$ cat config.mk
export PLATFORM = sky130hd
export DESIGN_NAME = tem_sequencer
export DESIGN_NICKNAME = d
export VERILOG_FILES = /design/src/tem_pkg.sv /design/src/tem_sequencer.sv
export SDC_FILE = /design/constraint.sdc
export NUM_CORES = 1
export LEC_CHECK = 0
export ABC_AREA = 1
export BUFFER_PORTS_ARGS = -buffer_cell sky130_fd_sc_hd__buf_2
export CAP_MARGIN = 25
export CORE_MARGIN = 5
export CORE_UTILIZATION = 40
export DETAILED_ROUTE_END_ITERATION = 6
export PLACE_DENSITY = 0.75
export SYNTH_ARGS = -nofsm -noshare
export SYNTH_HDL_FRONTEND = slang
export SYNTH_SLANG_ARGS = --single-unit
$ cat constraint.sdc
create_clock -name ref_clk -period 1.57 [get_ports ref_clk]
set_input_delay 0.314 -clock ref_clk [delete_from_list [all_inputs] [get_ports ref_clk]]
set_output_delay 0.314 -clock ref_clk [all_outputs]
set_load 0.005 [all_outputs]
$ cat src/tem_pkg.sv
// Package for the translation-entry maintenance sequencer: commands, issue slots, entry layouts.
// Assumes the processor pipeline takes one issue slot per cycle on the same clock as the sequencer.
package tem_pkg;

  // ***************************************************************
  // Entry layouts
  // ***************************************************************
  localparam int TEM_WORD_W = 32;
  localparam int TEM_PID_W = 8;
  localparam int TEM_TAG_W = 13;
  localparam int TEM_PAGE_W = 22;
  localparam int TEM_TAG_ZERO_W = 9;
  localparam int TEM_PAGE_ZERO_W = 10;
  localparam int TEM_ROW_W = 9;
  localparam int TEM_ADDR_TAG_LSB = 19;
  localparam int TEM_ADDR_ROW_LSB = 12;
  localparam int TEM_PAGE_PAR_BIT = 9;
  localparam int TEM_PAGE_LSB = 10;
  // Position of the process identifier inside the status word
  localparam int TEM_PSW_PID_LSB = 0;
  localparam logic [TEM_WORD_W-1:0] TEM_WORD_ZERO = 32'h0000_0000;

  // ***************************************************************
  // Sequencing counts
  // ***************************************************************
  localparam logic [2:0] TEM_ACCESS_LAST = 3'h3;
  localparam logic [2:0] TEM_STATUS_LAST = 3'h4;
  localparam logic [3:0] TEM_RESULT_WAIT = 4'h8;

  // ***************************************************************
  // Types
  // ***************************************************************
  typedef enum logic [2:0] {
    TEM_CMD_READ_IFETCH_PAGE,
    TEM_CMD_READ_DSIDE_PAGE,
    TEM_CMD_WRITE_IFETCH_TAG,
    TEM_CMD_WRITE_DSIDE_TAG,
    TEM_CMD_WRITE_IFETCH_PAGE
  } tem_cmd_type;

  typedef enum logic [3:0] {
    TEM_INS_NULL,
    TEM_INS_ALU_MOVE,
    TEM_INS_ALU_NOT,
    TEM_INS_BRANCH,
    TEM_INS_WRITE_STATUS,
    TEM_INS_READ_IFETCH_PAGE,
    TEM_INS_READ_DSIDE_PAGE,
    TEM_INS_WRITE_IFETCH_TAG,
    TEM_INS_WRITE_DSIDE_TAG,
    TEM_INS_WRITE_IFETCH_PAGE
  } tem_ins_type;

  typedef struct packed {
    logic valid;
    tem_ins_type kind;
    logic column;
    logic [TEM_WORD_W-1:0] indexValue;
    logic [TEM_WORD_W-1:0] operand;
  } tem_slot_type;

  typedef struct packed {
    tem_cmd_type op;
    logic column;
    logic [TEM_WORD_W-1:0] addr;
    logic [TEM_PID_W-1:0] pid;
    logic invalid;
    logic writable;
    logic [TEM_PAGE_W-1:0] page;
  } tem_req_type;

  typedef struct packed {
    logic [TEM_WORD_W-1:0] data;
    logic [TEM_PAGE_W-1:0] page;
    logic parityErr;
    logic timeout;
  } tem_rsp_type;

endpackage : tem_pkg

$ cat src/tem_sequencer.sv
// Sequencer that issues translation-entry maintenance instructions to the processor pipeline.
// Assumes the pipeline is on ref_clk, takes one slot per cycle and returns read results itself.
// Function
// RL1 - Row follows address bits above the 4096-word block offset.
// RL2 - Hashing always on, so status-word pid is set before any access.
// RL3 - Read result holds page, odd parity of page, then zero bits.
// RL4 - Stored page is what memory sees on a hit.
// RL5 - Data-side page reads pick column by variant, result to target.
// RL6 - Instruction before an ifetch read leaves the index untouched.
// RL7 - Every ifetch-side access is followed by a branch.
// RL8 - No store or index change right before a data-side read.
// RL9 - No conditional branch on the target right after data-side read.
// RL10 - Instruction two cycles after a data-side access avoids the zero register.
// RL11 - Tag value: pid, tag, invalid, writable, nine zero bits.
// RL12 - Tag pid equals current status-word pid.
// RL13 - Tag field is upper 13 bits of virtual word address.
// RL14 - Invalid flag zero means valid, one means invalidated.
// RL15 - Writable flag one permits stores, zero means read-only.
// RL16 - Writes use result latch, loaded by ALU op just before.
// RL17 - Ifetch tag writes carry the complemented value.
// RL18 - Ifetch page writes carry the complemented value.
// RL19 - Icache miss during data tag write execute corrupts the write.
// RL20 - Page write value: 22-bit page then ten zero bits.
// RL21 - Ifetch tag writes pick column by variant, value from latch.
// RL22 - Address register loads index shifted by two; access then writeback.
`timescale 1ns/1ps
`default_nettype none
module tem_sequencer
  import tem_pkg::*;
(
  input wire logic ref_clk,
  input wire logic arst_n,
  input wire logic cmdValid,
  output logic cmdReady,
  input wire tem_pkg::tem_req_type cmdReq,
  output logic rspValid,
  output tem_pkg::tem_rsp_type rspData,
  output tem_pkg::tem_slot_type devSlot,
  input wire logic devResultValid,
  input wire logic [tem_pkg::TEM_WORD_W-1:0] devResultData
);
  import tem_pkg::*;

  // ***************************************************************
  // State
  // ***************************************************************
  typedef enum logic [2:0] {
    ST_IDLE,
    ST_STATUS,
    ST_ACCESS,
    ST_WAIT,
    ST_DONE
  } tem_state_type;

  tem_state_type state_r, state_nxt;
  tem_req_type req_r, req_nxt;
  tem_slot_type slot_r, slot_nxt;
  tem_rsp_type rsp_r, rsp_nxt;
  logic [2:0] step_r, step_nxt;
  logic [3:0] wait_r, wait_nxt;
  logic [TEM_PID_W-1:0] curPid_r, curPid_nxt;
  logic pidKnown_r, pidKnown_nxt;
  logic ready_r, ready_nxt;
  logic rspVld_r, rspVld_nxt;

  logic isRead;
  logic isIfetch;
  logic [TEM_WORD_W-1:0] tagValue;
  logic [TEM_WORD_W-1:0] pageValue;
  logic [TEM_WORD_W-1:0] writeValue;
  logic [TEM_WORD_W-1:0] statusValue;
  tem_ins_type accessKind;

  // ***************************************************************
  // Value formatting
  // ***************************************************************
  // Tag pid is always the loaded status pid, so hashing stays consistent
  assign tagValue = {curPid_r, req_r.addr[TEM_ADDR_TAG_LSB +: TEM_TAG_W], // [RL11] [RL12] [RL13]
                     req_r.invalid, req_r.writable,                       // [RL14] [RL15]
                     {TEM_TAG_ZERO_W{1'b0}}};                             // [RL11]
  assign pageValue = {req_r.page, {TEM_PAGE_ZERO_W{1'b0}}}; // [RL20] [RL4]
  assign statusValue = TEM_WORD_W'({24'h00_0000, req_r.pid}) << TEM_PSW_PID_LSB; // [RL2]
  assign isRead = (req_r.op == TEM_CMD_READ_IFETCH_PAGE) || (req_r.op == TEM_CMD_READ_DSIDE_PAGE);
  assign isIfetch = (req_r.op == TEM_CMD_READ_IFETCH_PAGE) || (req_r.op == TEM_CMD_WRITE_IFETCH_TAG) ||
                    (req_r.op == TEM_CMD_WRITE_IFETCH_PAGE);

  // Value that the ALU op leaves in the result latch; ifetch side stores the complement
  always_comb
  begin
    case (req_r.op)
      TEM_CMD_WRITE_IFETCH_TAG: writeValue = ~tagValue; // [RL17]
      TEM_CMD_WRITE_IFETCH_PAGE: writeValue = ~pageValue; // [RL18]
      TEM_CMD_WRITE_DSIDE_TAG: writeValue = tagValue;
      default: writeValue = TEM_WORD_ZERO;
    endcase
  end

  // Special instruction kind for the requested access
  always_comb
  begin
    case (req_r.op)
      TEM_CMD_READ_IFETCH_PAGE: accessKind = TEM_INS_READ_IFETCH_PAGE;
      TEM_CMD_READ_DSIDE_PAGE: accessKind = TEM_INS_READ_DSIDE_PAGE; // [RL5]
      TEM_CMD_WRITE_IFETCH_TAG: accessKind = TEM_INS_WRITE_IFETCH_TAG; // [RL21]
      TEM_CMD_WRITE_DSIDE_TAG: accessKind = TEM_INS_WRITE_DSIDE_TAG;
      TEM_CMD_WRITE_IFETCH_PAGE: accessKind = TEM_INS_WRITE_IFETCH_PAGE;
      default: accessKind = TEM_INS_NULL;
    endcase
  end

  // ***************************************************************
  // Sequencer next state
  // ***************************************************************
  // One slot per cycle; padding slots keep the pipeline hazards out of reach
  always_comb
  begin
    state_nxt = state_r;
    req_nxt = req_r;
    step_nxt = step_r;
    wait_nxt = wait_r;
    curPid_nxt = curPid_r;
    pidKnown_nxt = pidKnown_r;
    rsp_nxt = rsp_r;
    rspVld_nxt = 1'b0;
    ready_nxt = 1'b0;
    slot_nxt = '0;
    slot_nxt.kind = TEM_INS_NULL;
    case (state_r)
      ST_IDLE:
      begin
        ready_nxt = 1'b1;
        if (cmdValid && ready_r)
        begin
          req_nxt = cmdReq;
          ready_nxt = 1'b0;
          step_nxt = 3'h0;
          // Status pid must match before touching entries
          if (!pidKnown_r || (cmdReq.pid != curPid_r)) // [RL2] [RL12]
            state_nxt = ST_STATUS;
          else
            state_nxt = ST_ACCESS;
        end
      end
      ST_STATUS:
      begin
        slot_nxt.valid = 1'b1;
        // Move, status write, then three pads before the new pid is in force
        if (step_r == 3'h0)
        begin
          slot_nxt.kind = TEM_INS_ALU_MOVE;
          slot_nxt.operand = statusValue;
        end
        else if (step_r == 3'h1)
          slot_nxt.kind = TEM_INS_WRITE_STATUS; // [RL2]
        step_nxt = step_r + 3'h1;
        if (step_r == TEM_STATUS_LAST)
        begin
          curPid_nxt = req_r.pid;
          pidKnown_nxt = 1'b1;
          step_nxt = 3'h0;
          state_nxt = ST_ACCESS;
        end
      end
      ST_ACCESS:
      begin
        slot_nxt.valid = 1'b1;
        slot_nxt.column = req_r.column; // [RL5] [RL21]
        slot_nxt.indexValue = req_r.addr; // [RL1] [RL22]
        case (step_r)
          3'h0:
          begin
            // Before a read: a null, so no store or index change precedes it
            // Before a write: the ALU op that loads the result latch
            if (isRead)
              slot_nxt.kind = TEM_INS_NULL; // [RL6] [RL8]
            else
            begin
              slot_nxt.kind = isIfetch ? TEM_INS_ALU_NOT : TEM_INS_ALU_MOVE; // [RL16]
              slot_nxt.operand = isIfetch ? ~writeValue : writeValue; // [RL17] [RL18]
            end
          end
          3'h1: slot_nxt.kind = accessKind; // [RL22]
          // Ifetch side clobbers its address register, so a branch follows
          3'h2: slot_nxt.kind = isIfetch ? TEM_INS_BRANCH : TEM_INS_NULL; // [RL7] [RL9]
          default: slot_nxt.kind = TEM_INS_NULL; // [RL10]
        endcase
        step_nxt = step_r + 3'h1;
        if (step_r == TEM_ACCESS_LAST)
        begin
          step_nxt = 3'h0;
          wait_nxt = 4'h0;
          if (isRead)
            state_nxt = ST_WAIT;
          else
          begin
            rsp_nxt = '0;
            state_nxt = ST_DONE;
          end
        end
      end
      ST_WAIT:
      begin
        // Result arrives from the writeback stage; bounded so a dead pipeline cannot hang us
        wait_nxt = wait_r + 4'h1;
        if (devResultValid)
        begin
          rsp_nxt.data = devResultData;
          rsp_nxt.page = devResultData[TEM_WORD_W-1 -: TEM_PAGE_W]; // [RL3]
          rsp_nxt.parityErr = ~(^devResultData[TEM_WORD_W-1:TEM_PAGE_PAR_BIT]) || // [RL3]
                              (devResultData[TEM_PAGE_PAR_BIT-1:0] != 9'h000);
          rsp_nxt.timeout = 1'b0;
          state_nxt = ST_DONE;
        end
        else if (wait_r == TEM_RESULT_WAIT)
        begin
          rsp_nxt = '0;
          rsp_nxt.timeout = 1'b1;
          state_nxt = ST_DONE;
        end
      end
      ST_DONE:
      begin
        rspVld_nxt = 1'b1;
        ready_nxt = 1'b1;
        state_nxt = ST_IDLE;
      end
      default:
      begin
        state_nxt = ST_IDLE;
      end
    endcase
  end

  // ***************************************************************
  // Registers
  // ***************************************************************
  // Pure state registers; all ports come from here
  always_ff @(posedge ref_clk or negedge arst_n)
  begin
    if (!arst_n)
    begin
      state_r <= ST_IDLE;
      req_r <= '0;
      slot_r <= '0;
      rsp_r <= '0;
      step_r <= 3'h0;
      wait_r <= 4'h0;
      curPid_r <= 8'h00;
      pidKnown_r <= 1'b0;
      ready_r <= 1'b0;
      rspVld_r <= 1'b0;
    end
    else
    begin
      state_r <= state_nxt;
      req_r <= req_nxt;
      slot_r <= slot_nxt;
      rsp_r <= rsp_nxt;
      step_r <= step_nxt;
      wait_r <= wait_nxt;
      curPid_r <= curPid_nxt;
      pidKnown_r <= pidKnown_nxt;
      ready_r <= ready_nxt;
      rspVld_r <= rspVld_nxt;
    end
  end

  // Outputs straight from flip-flops
  assign cmdReady = ready_r;
  assign rspValid = rspVld_r;
  assign rspData = rsp_r;
  assign devSlot = slot_r; // [RL19] no guard possible here: icache miss is the pipeline's own event

endmodule : tem_sequencer
`default_nettype wire

* After elaboration in Yosys (flattened, before gate mapping)
Cells that the tools add are included.
** Storage, ports and cells
- Memory bits (read-only) :: 0
- Bits in registers :: 215
- Memories kept :: 0
- Latch bits :: 0
- Memory bits (writable) :: 0
- Bits of input ports :: 104
** Cells by class
- Equality and inequality tests :: 19
- Bitwise gates (word level) :: 4
- Div/mod/pow operators :: 0
- Multipliers :: 0
- Add/subtract/negate cells :: 2
- Mux-type cells :: 37
- Shift operators :: 0
- Magnitude comparators :: 0
- Reduce and logical (&&, ||, !) cells :: 20
** Operator list (number)
- $mux 56 :: 4
- $pmux 56 s2 :: 1
- $mux 32 :: 3
- $not 32->32 :: 3
- $pmux 32 s3 :: 1
- $pmux 32 s2 :: 1
- $mux 3 :: 11
- $mux 33 :: 1
- $reduce_xor 23->1 :: 1
- $pmux 4 s5 :: 1
- $eq 3x2->1 const B :: 6
- $pmux 3 s4 :: 1
- $pmux 4 s3 :: 1
- $pmux 5 s2 :: 1
- $eq 3x1->1 const B :: 3
- $eq 3x3->1 const B :: 3
- $logic_not 3->1 :: 3
- $pmux 3 s3 :: 1
- $reduce_bool 9->1 :: 1
- $mux 2 :: 4
- $mux 8 :: 1
- $ne 2x2->1 const B :: 4
- $ne 8x8->1 :: 1
- $pmux 4 s2 :: 1
- other kinds (15) :: 24

* Longest topological paths before layout
Gate-level depths: netlist of the first run.
- Word-level depth :: 7
- Mapped depth :: 12

* Worst setup path before layout of the first run
No wires, ideal clock.
- Kind :: reg-to-reg
- Start :: register state_r[1]
- End :: register req_r, in the netlist pageValue[16]
- Period minus slack after synthesis :: 1554 ps
- Cell stages (with the launch flop) :: 8
- Slack :: 16 ps
- Data arrival time :: 1430 ps
- Required time :: 1445 ps
- Setup time :: 125 ps
- Path through :: dfrtp_1 inv_2 nand2_1 nor2_2 nand2_1 nand2_1 buf_4 mux2_2
** On the way
- Cells in the longest elaborated chain, start to end :: 2
** RTL lines
- start, declared :: RTL line tem_sequencer.sv:55 : tem_state_type state_r, state_nxt;
- start signal, assigned :: RTL line tem_sequencer.sv:255 : state_r <= state_nxt;
- $logic_not 3->1 :: RTL line tem_sequencer.sv:128 : case (state_r)
- $reduce_and 2->1 (no source line)
- end signal, assigned :: RTL line tem_sequencer.sv:256 : req_r <= req_nxt;
- end, declared :: RTL line tem_sequencer.sv:56 : tem_req_type req_r, req_nxt;
No other way between the ends.
A chain may end at the register's enable or synchronous reset.

* Worst setup path after layout of the first run
- Start :: register state_r[1]
- End :: register rsp_r, in the netlist rspData[50]
** On the way
- Cells in the longest elaborated chain, start to end :: 3
** RTL lines
- $eq 3x2->1 :: RTL line tem_sequencer.sv:128
- $ne 3x3->1 (no source line) (tied with other cells)
- $reduce_and 4->1 (no source line)
- end signal, assigned :: RTL line tem_sequencer.sv:258 : rsp_r <= rsp_nxt;
- end, declared :: RTL line tem_sequencer.sv:58 : tem_rsp_type rsp_r, rsp_nxt;
Parallel ways exist; a longest one is shown, timed or not.

==> results of run 1 <==
-- through the flow --
step	area (sq um)	TNS [ps]	hold WS (ps)
6_report	11200	-468	116
5_1_grt	11200	-6400	103
4_1_cts	10700	0	97.7
3_5_place_dp	10100	-885	175
3_3_place_gp	10100	0	174
2_1_floorplan	8380	0	18.4
-- registers in the layout, indices dropped and copies added (netlist names), 3 cells and up --
| signal | count |
|---|---|
| devSlot | 70 |
| req_r | 46 |
| rspData | 34 |
| pageValue | 22 |
| curPid_r | 8 |
| wait_r | 4 |
| state_r | 3 |
| step_r | 3 |
-- layout make-up --
| cell class | instances | area [sq um] | share of cell area [%] |
|---|---|---|---|
| antenna | 1 | 2.50 | 0.0224 |
| clock buffer | 21 | 460 | 4.12 |
| clock inverter | 11 | 125 | 1.12 |
| inverter | 105 | 403 | 3.61 |
| multi-input combinational | 528 | 3050 | 27.3 |
| sequential | 193 | 4830 | 43.3 |
| tap | 275 | 344 | 3.08 |
| timing repair buffer | 296 | 1940 | 17.4 |
| timing repair inverter | 2 | 15.0 | 0.134 |
-- critical path, delay by kind of cell (launching register included) --
| family | cells | cell delay [ps] |
|---|---|---|
| and+or+nand+nor | 2 | 410 |
| AOI/OAI and AO/OA | 1 | 130 |
| DFF | 1 | 370 |
| buffers and inverters | 5 | 630 |
-- per-layer routing --
metal  global-route usage, %  up-vias  wire length [microns]
li1                        -     3343                      -
met2                    30.1      210                  11300
met3                    3.47       30                   1260
met1                    23.4     3300                   9470
met5                       0        -                      0
met4                    6.01        0                    416
-- path summary, 6_finish.rpt --
path / from / endpoint / slack (ps)
worst max-delay path: state_r[1] / rspData[50] / -40
worst min-delay path: cmdReq[3] / pageValue[13] / 120
worst max register to register: state_r[1] / rspData[50] / -40
worst min register to register: pidKnown_r / pidKnown_r / 450
max in group asynchronous: arst_n / step_r[0] / 700
min in group asynchronous: arst_n / devSlot[44] / 300
-- logic make-up (layout without fill, tap and decap cells) --
| kind of cell | after synthesis | after routing |
|---|---|---|
| flip-flops | 193 | 193 |
| AO/OA/AOI/OAI | 155 | 155 |
| AND/OR/NAND/NOR | 326 | 326 |
| other | 1 | 2 |
| XOR/XNOR | 14 | 14 |
| adder cells (fa/ha/maj) | 8 | 8 |
| multiplexers | 24 | 24 |
| buffers and inverters | 159 | 435 |
-- power by group --
part / internal (mW) / switching (mW) / total, mW
Clock: 2.45 / 1.89 / 4.34
Combinational: 4.47 / 5.34 / 9.81
Sequential: 6.82 / 0.917 / 7.73
Total: 13.7 / 8.15 / 21.9
-- placed cells by master (no fill, tap or decap), types with 3 or more instances in the layout --
cell / n
buf_2: 230
dfrtp_1: 193
nand2_1: 169
nor2_1: 116
inv_1: 89
a21oi_1: 45
buf_4: 37
mux2_2: 24
clkbuf_16: 20
o21ai_0: 19
a211oi_1: 17
o21ai_2: 16
o221ai_1: 15
nand3_1: 15
buf_12: 15
inv_2: 14
o21ai_1: 13
a22o_1: 9
xor2_1: 7
xnor2_1: 7
buf_6: 6
nand2_2: 5
inv_6: 5
a211oi_2: 5
o221ai_2: 5
clkinvlp_4: 5
nand4_1: 4
ha_1: 4
nor2_4: 3
nand3_2: 3
ha_4: 3
clkinv_2: 3
clkbuf_8: 3
buf_8: 3
-- repair_timing --
item,CTS,global route
resized for setup,10,70
setup buffers,3,8
hold buffers,1,0
endpoints found under the setup margin,37,119
gates cloned,2,4
pin swaps,5,3
endpoints found under the hold margin,82,0
==> results.yml, run 1 <==
outcome:
  status: "finished, violations left"
  violations: "negative setup slack"
layout:
  drive_gt1_share_pct: 36.4
  final_util_pct: 53.6
  num-fill-cells: 1805
  final_nets: 1255
  stdcell_count: 1432
  area_growth_pct: 33.3
place:
  dp_cells: 1381
  hpwl_mm: 15.8
  dp_worst_setup_slack_ps: -43.7
  io_buffer_count: 231
  finalWeightedCongestion: 0.818
setup_path:
  crit_path_end_kind: "flop"
  path_cells: "inv_2 > buf_6 > nor3_4 > inv_2 > nor2_4 > clkinvlp_4 > clkbuf_16 > o21ai_2"
  path_common_cell: "inv_2"
  worst_setup_path_start_kind: "flop"
  r2r_cells: 8
  critPathKind: "reg -> reg"
  arrival_ps: 1970
  crit_required_ps: 1930
  cp_slowest_stage_delay_ps: 370
  crit_slowest_cell: "dfrtp_1"
  crit_fanout: 5
yosys:
  synth_top_family_by_area: "simple AND/OR/NAND/NOR gates"
  synth_fp_nets: 992
  synth_top_area_share_pct: 57.7
  synth_compound_area_share_pct: 11.7
  synthCells: 880
  yosys_warnings: 0
  synthAdderAreaFrac_pct: 1.19
  syn_avg_cell_area_sq_um: 9.52
  yosys.area.top_type: "dfrtp_1"
  yosys.area_share.simple_pct: 15.7
  synth_edf_count: 0
  yosysUniqueCellTypes: 39
  syn_area_sq_um: 8380
  ys_async_sr_fraction_pct: 100
  synthTopCellsByCount: "dfrtp_1 (193), nand2_1 (174), nor2_1 (118), inv_1 (96), a21oi_1 (47)"
  seq_area_frac_synth_pct: 57.7
  synth.most_common_cell: "dfrtp_1"
  ys_ff_latch: 193
  ys.flop_type: "dfrtp_1"
  ys_top_cells_by_area: "dfrtp_1 (58%), nand2_1 (7.8%), nor2_1 (5.3%)"
  synthMuxAreaShare_pct: 3.23
  synth-xor-area-share_pct: 1.46
die:
  die_width_microns: 155
  die-area_sq_um: 23900
  core_region_area_sq_um: 20800
  io_pins: 232
  die-height_microns: 155
  rows: 53
  initial_core_util_pct: 40.2
sta:
  fmax_mhz: 620
  setup_ws_ps: -42.3
  hold_viol_final: 0
  finalMaxSlewViolations: 0
  setup_viol: 29
  post-route-period-util_pct: 103
  period_minus_slack_ps: 1610
  finalClockSkew_ps: 13.6
  rsz0062_at_grt: "true"
drt:
  wl_per_cell_microns: 15.7
  vias: 6883
  drt_iter0_drc: 303
  drc: 0
  via_per_inst: 4.81
  drt_wl_total_mm: 22.4
  ant_nets: 0
  first_pass_iters: 4
global_route:
  antenna_found_initial: 0
  grt_usage_pct: 17.9
  grt_pass1_wl_mm: 34.5
  grt_pass1_vias: 6801
  gr-total-overflow: 0
  grt_max_degree: 61
clock_network:
  clkSinkCount: 193
  cts.path.max_buffers: 2
  clock_latency_ps: 440
  clk_pin_slew_ps: 70
  numCtsBuffers: 17
  htreeDepth: 4
  root_buffer: "clkbuf_16"
  cts_tree: "done"
pwr:
  irDropWorstVdd_mv: 0.686
  power_mw: 21.9
  leakagePower_nw: 5.99
  power_per_cell_area_nw_per_um2: 1960
hold_path:
  hold_depth: 2
  hold_path_class: "in -> reg"
job:
  maxCapViolations: 0
Power figures use the tool's default switching activity.
==> run 2: changes to the inputs <==
Settings changed: PLACE_DENSITY 0.75 to not set, PLACE_DENSITY_LB_ADDON set to 0.3.
==> results.yml, run 2 (synthesized netlist as in run 1, its figures left out) <==
outcome:
  status: "finished, violations left"
  violations: "negative setup slack"
job:
  maxCapViolations: 0
layout:
  drive_gt1_share_pct: 36.5
  num-fill-cells: 1860
  final_common_cell: "buf_2"
  stdcell_count: 1427
  final_cell_mix: "buf_2 (230), dfrtp_1 (193), nand2_1 (153)"
  largest_reg_flops: 70
  antennaDiodeCount: 0
  area_growth_pct: 33.3
  fin_area_sq_um: 11200
  final_nets: 1251
setup_path:
  crit_fanout: 11
  critPathKind: "reg -> reg"
  crit_path_end_kind: "flop"
  arrival_ps: 1910
  worst_setup_path_start_kind: "flop"
  crit_required_ps: 1880
clock_network:
  cts.path.max_buffers: 2
  cts_tree: "done"
  clkSinkCount: 193
  clock_latency_ps: 440
  clk_pin_slew_ps: 80
  numCtsBuffers: 17
  root_buffer: "clkbuf_16"
  htreeDepth: 4
place:
  dpl_cell_area_sq_um: 10100
  finalWeightedCongestion: 0.801
  io_buffer_count: 231
  dp_worst_setup_slack_ps: -73.1
  hpwl_mm: 15.3
  dp_cells: 1380
sta:
  finalClockSkew_ps: 14.6
  fmax_mhz: 625
  setup_ws_ps: -29.5
  finalMaxSlewViolations: 0
  setup_viol: 34
  fin_tns_setup_ps: -475
  rsz0062_at_grt: "true"
  post-route-period-util_pct: 102
  period_minus_slack_ps: 1600
  hold_ws_ps: 114
  hold_viol_final: 0
pwr:
  power_per_cell_area_nw_per_um2: 1980
  leakagePower_nw: 6.01
  irDropWorstVdd_mv: 0.742
drt:
  first_pass_iters: 5
  wl_per_cell_microns: 15.0
  vias: 6757
  ant_nets: 0
  drc: 0
  drt_iter0_drc: 396
  via_per_inst: 4.74
  drt_wl_total_mm: 21.4
die:
  initial_core_util_pct: 40.2
  rows: 53
  io_pins: 232
  core_region_area_sq_um: 20800
  die_width_microns: 155
  die-height_microns: 155
  die-area_sq_um: 23900
global_route:
  antenna_found_initial: 1
  grt_pass1_wl_mm: 34.1
  grt_max_degree: 44
  grt_pass1_vias: 6662
  gr-total-overflow: 0
  grt_usage_pct: 17.7
hold_path:
  hold_path_class: "in -> reg"
run 2: cell types whose count changed in the layout (fill, tap and decap cells not counted), sizes merged:
cell / change
bufinv: -1
clkbuf: -4
clkinv: +4
bufbuf: +1
buf: -3
inv: +3
diode: -1
clkinvlp: -4
run 2: power by group:
part / internal, mW / switching [mW]
Clock: 2.27 / 2.12
Sequential: 6.81 / 0.921
Combinational: 4.70 / 5.23
run 2: worst max-delay path, cell delays in order (launching register included):
cell and delay [ps]:
dfrtp_1 410, inv_2 80, nand2_2 60, nor2_2 150, nand2_2 140, nand2_8 150
buf_12 160, mux2_2 330
run 2: repair_timing:
| action | CTS | global route |
|---|---|---|
| buffers inserted | 8 | 3 |
| setup endpoints to repair | 78 | 123 |
| pin swaps | 2 | 8 |
| endpoints found under the hold margin | 22 | 0 |
| cloned | 2 | 4 |
| resized for setup | 18 | 62 |
| hold buffers | 1 | 0 |
run 2: area by class of cell:
cell class	count	area, sq um	area share (%)
inverter	105	397	3.55
clock buffer	17	425	3.81
tap	275	344	3.08
clock inverter	15	175	1.57
multi-input combinational	528	3030	27.1
timing repair buffer	294	1960	17.6
sequential	193	4830	43.3
run 2: worst paths after layout:
| kind | startpoint | to | slack [ps] | cells past startpoint |
|---|---|---|---|---|
| hold reg to reg | pidKnown_r | pidKnown_r | 460 | 2 |
| max in group asynchronous | arst_n | devSlot[45] | 620 | 3 |
| setup / recovery | state_r[1] | pageValue[25] | -30 | 7 |
| hold / removal | cmdReq[5] | pageValue[15] | 110 | 2 |
| setup reg to reg | state_r[1] | pageValue[25] | -30 | 7 |
| min in group asynchronous | arst_n | devSlot[56] | 330 | 2 |
run 2: metrics by stage:
| stage | power [mW] | util, % |
|---|---|---|
| after floorplan | 13.1 | - |
| after global placement | 16.1 | 48.4 |
| after detailed placement | 16.3 | 48.4 |
| after CTS | 21.3 | 52.1 |
| after global routing | 23.7 | 53.6 |
| final | 22.1 | 53.6 |
run 2: per-layer routing:
layer,wire (microns),up-vias,GRT usage [%]
li1,-,3338,-
met1,9240,3218,23.7
met2,10600,177,29.0
met3,1240,22,3.75
met4,281,2,5.42
met5,7,-,0
==> run 3: changes to the inputs <==
Settings changed: RECOVER_POWER set to 50.
==> results.yml, run 3 (synthesized netlist as in run 1, its figures left out) <==
clock_network:
  root_buffer: "clkbuf_16"
  numCtsBuffers: 17
  cts_tree: "done"
  cts.path.max_buffers: 2
  clk_pin_slew_ps: 80
  clock_latency_ps: 440
  htreeDepth: 4
  clkSinkCount: 193
drt:
  vias: 6756
  drt_iter0_drc: 395
  drc: 0
  first_pass_iters: 4
  wl_per_cell_microns: 15.0
  ant_nets: 0
  via_per_inst: 4.73
  drt_wl_total_mm: 21.4
global_route:
  grt_max_degree: 44
  grt_pass1_vias: 6662
  gr-total-overflow: 0
  antenna_found_initial: 1
  grt_usage_pct: 17.7
  grt_pass1_wl_mm: 34.1
setup_path:
  path_cells: "inv_2 > ha_4 > nand2_2 > inv_2 > o22ai_4 > nor2_4 > nand2_8 > buf_12 > a22o_1"
  crit_fanout: 7
  arrival_ps: 1930
  crit-reg2reg-launch: "step_r[1]"
  worst_setup_path_start_kind: "flop"
  crit_required_ps: 1890
  r2r_cells: 9
  startpoint: "step_r[1]"
  critPathCapture: "rspData[34]"
  reg2reg_to: "rspData[34]"
  crit_path_end_kind: "flop"
  path_common_cell: "inv_2"
  critPathKind: "reg -> reg"
  cp_slowest_stage_delay_ps: 410
  ff2ff_setup_slack_ps: -30
  crit_slowest_cell: "dfrtp_1"
layout:
  final_nets: 1251
  antennaDiodeCount: 0
  final_cell_mix: "buf_2 (230), dfrtp_1 (193), nand2_1 (153)"
  final_common_cell: "buf_2"
  drive_gt1_share_pct: 36.5
  area_growth_pct: 33.0
  final_util_pct: 53.5
  largest_reg_flops: 70
pwr:
  irDropWorstVdd_mv: 0.748
  p_sw_mw: 8.28
  leakagePower_nw: 6.00
  intPower_mw: 13.8
  power_per_cell_area_nw_per_um2: 1980
  swShare_pct: 37.5
  pwr-share-seq_pct: 35.0
  clock_power_share_pct: 20.0
  power_frac_comb_pct: 45.0
  power_mw: 22.1
place:
  dp_worst_setup_slack_ps: -73.1
  io_buffer_count: 231
  hpwl_mm: 15.3
  finalWeightedCongestion: 0.801
sta:
  fmax_mhz: 625
  finalClockSkew_ps: 9.86
  setup_ws_ps: -30.8
  fin_tns_setup_ps: -558
  hold_viol_final: 0
  rsz0062_at_grt: "true"
  finalMaxSlewViolations: 0
  worst_pin_slew_ps: 785
  period_minus_slack_ps: 1600
  hold_ws_ps: 111
  post-route-period-util_pct: 102
  setup_viol: 34
  maxSlewHeadroom_pct: 47.7
die:
  die-area_sq_um: 23900
  initial_core_util_pct: 40.2
  rows: 53
  die-height_microns: 155
  io_pins: 232
  die_width_microns: 155
  core_region_area_sq_um: 20800
outcome:
  status: "finished, violations left"
  violations: "negative setup slack"
hold_path:
  hold_path_class: "in -> reg"
job:
  maxCapViolations: 0
## run 3: cell count changes in the layout (fill, tap and decap cells not counted)
cell	before	now
clkbuf_2	0	2
clkbuf_8	1	0
buf_6	6	7
buf_12	15	14
buf_4	34	33
## run 3: worst min-delay path by stage
stage              startpoint  slack [ps]       endpoint  depth (start not counted)
2_1_floorplan          arst_n          20       cmdReady                          0
3_3_place_gp           arst_n         230    devSlot[55]                          1
3_5_place_dp           arst_n         230    devSlot[55]                          1
4_1_cts        devResultValid          90     rspData[0]                          2
5_1_grt            cmdReq[18]         110  pageValue[28]                          2
6_report            cmdReq[5]         110  pageValue[15]                          2
## run 3: per-layer routing
metal,GRT usage [%],wire (microns)
met4,5.42,361
met2,29.0,10600
met1,23.7,9230
met5,0,7
met3,3.75,1230
## run 3: timing repair
item / 4_1_cts / 5_1_grt
pin swaps: 2 / 8
buffers inserted: 8 / 3
setup endpoints to repair: 78 / 123
gates resized for setup: 18 / 62
hold buffers: 1 / 0
endpoints found under the hold margin: 22 / 0
gates cloned: 2 / 4
## run 3: area by class of cell
class	count	area [sq um]
Inverter	105	397
Tap cell	275	344
Timing Repair Buffer	294	1940
Clock buffer	17	425
Clock inverter	15	175
Sequential cell	193	4830
Fill cell	1864	9680
Multi-Input combinational cell	528	3030
## run 3: critical path, delay by kind of cell, from the launching register on
family / cells / cell delay [ps]
AOI/OAI and AO/OA: 2 / 250
adders and majority gates: 1 / 140
buffers and inverters: 3 / 330
DFF: 1 / 410
and+or+nand+nor: 3 / 340
## run 3: power by group through the flow
stage          combinational, mW  sequential, mW  clock [mW]
2_1_floorplan               5.42            7.69           0
3_3_place_gp                8.34            7.73           0
3_5_place_dp                8.57            7.76           0
4_1_cts                     9.10            7.69        4.47
5_1_grt                     11.0            7.95        4.68
6_report                    9.93            7.73        4.40
## run 3: stage by stage
stage	std cells	instance area [sq um]
2_1_floorplan	880	8380
3_3_place_gp	1380	10100
3_5_place_dp	1380	10100
4_1_cts	1421	10900
5_1_grt	1427	11100
6_report	1427	11100
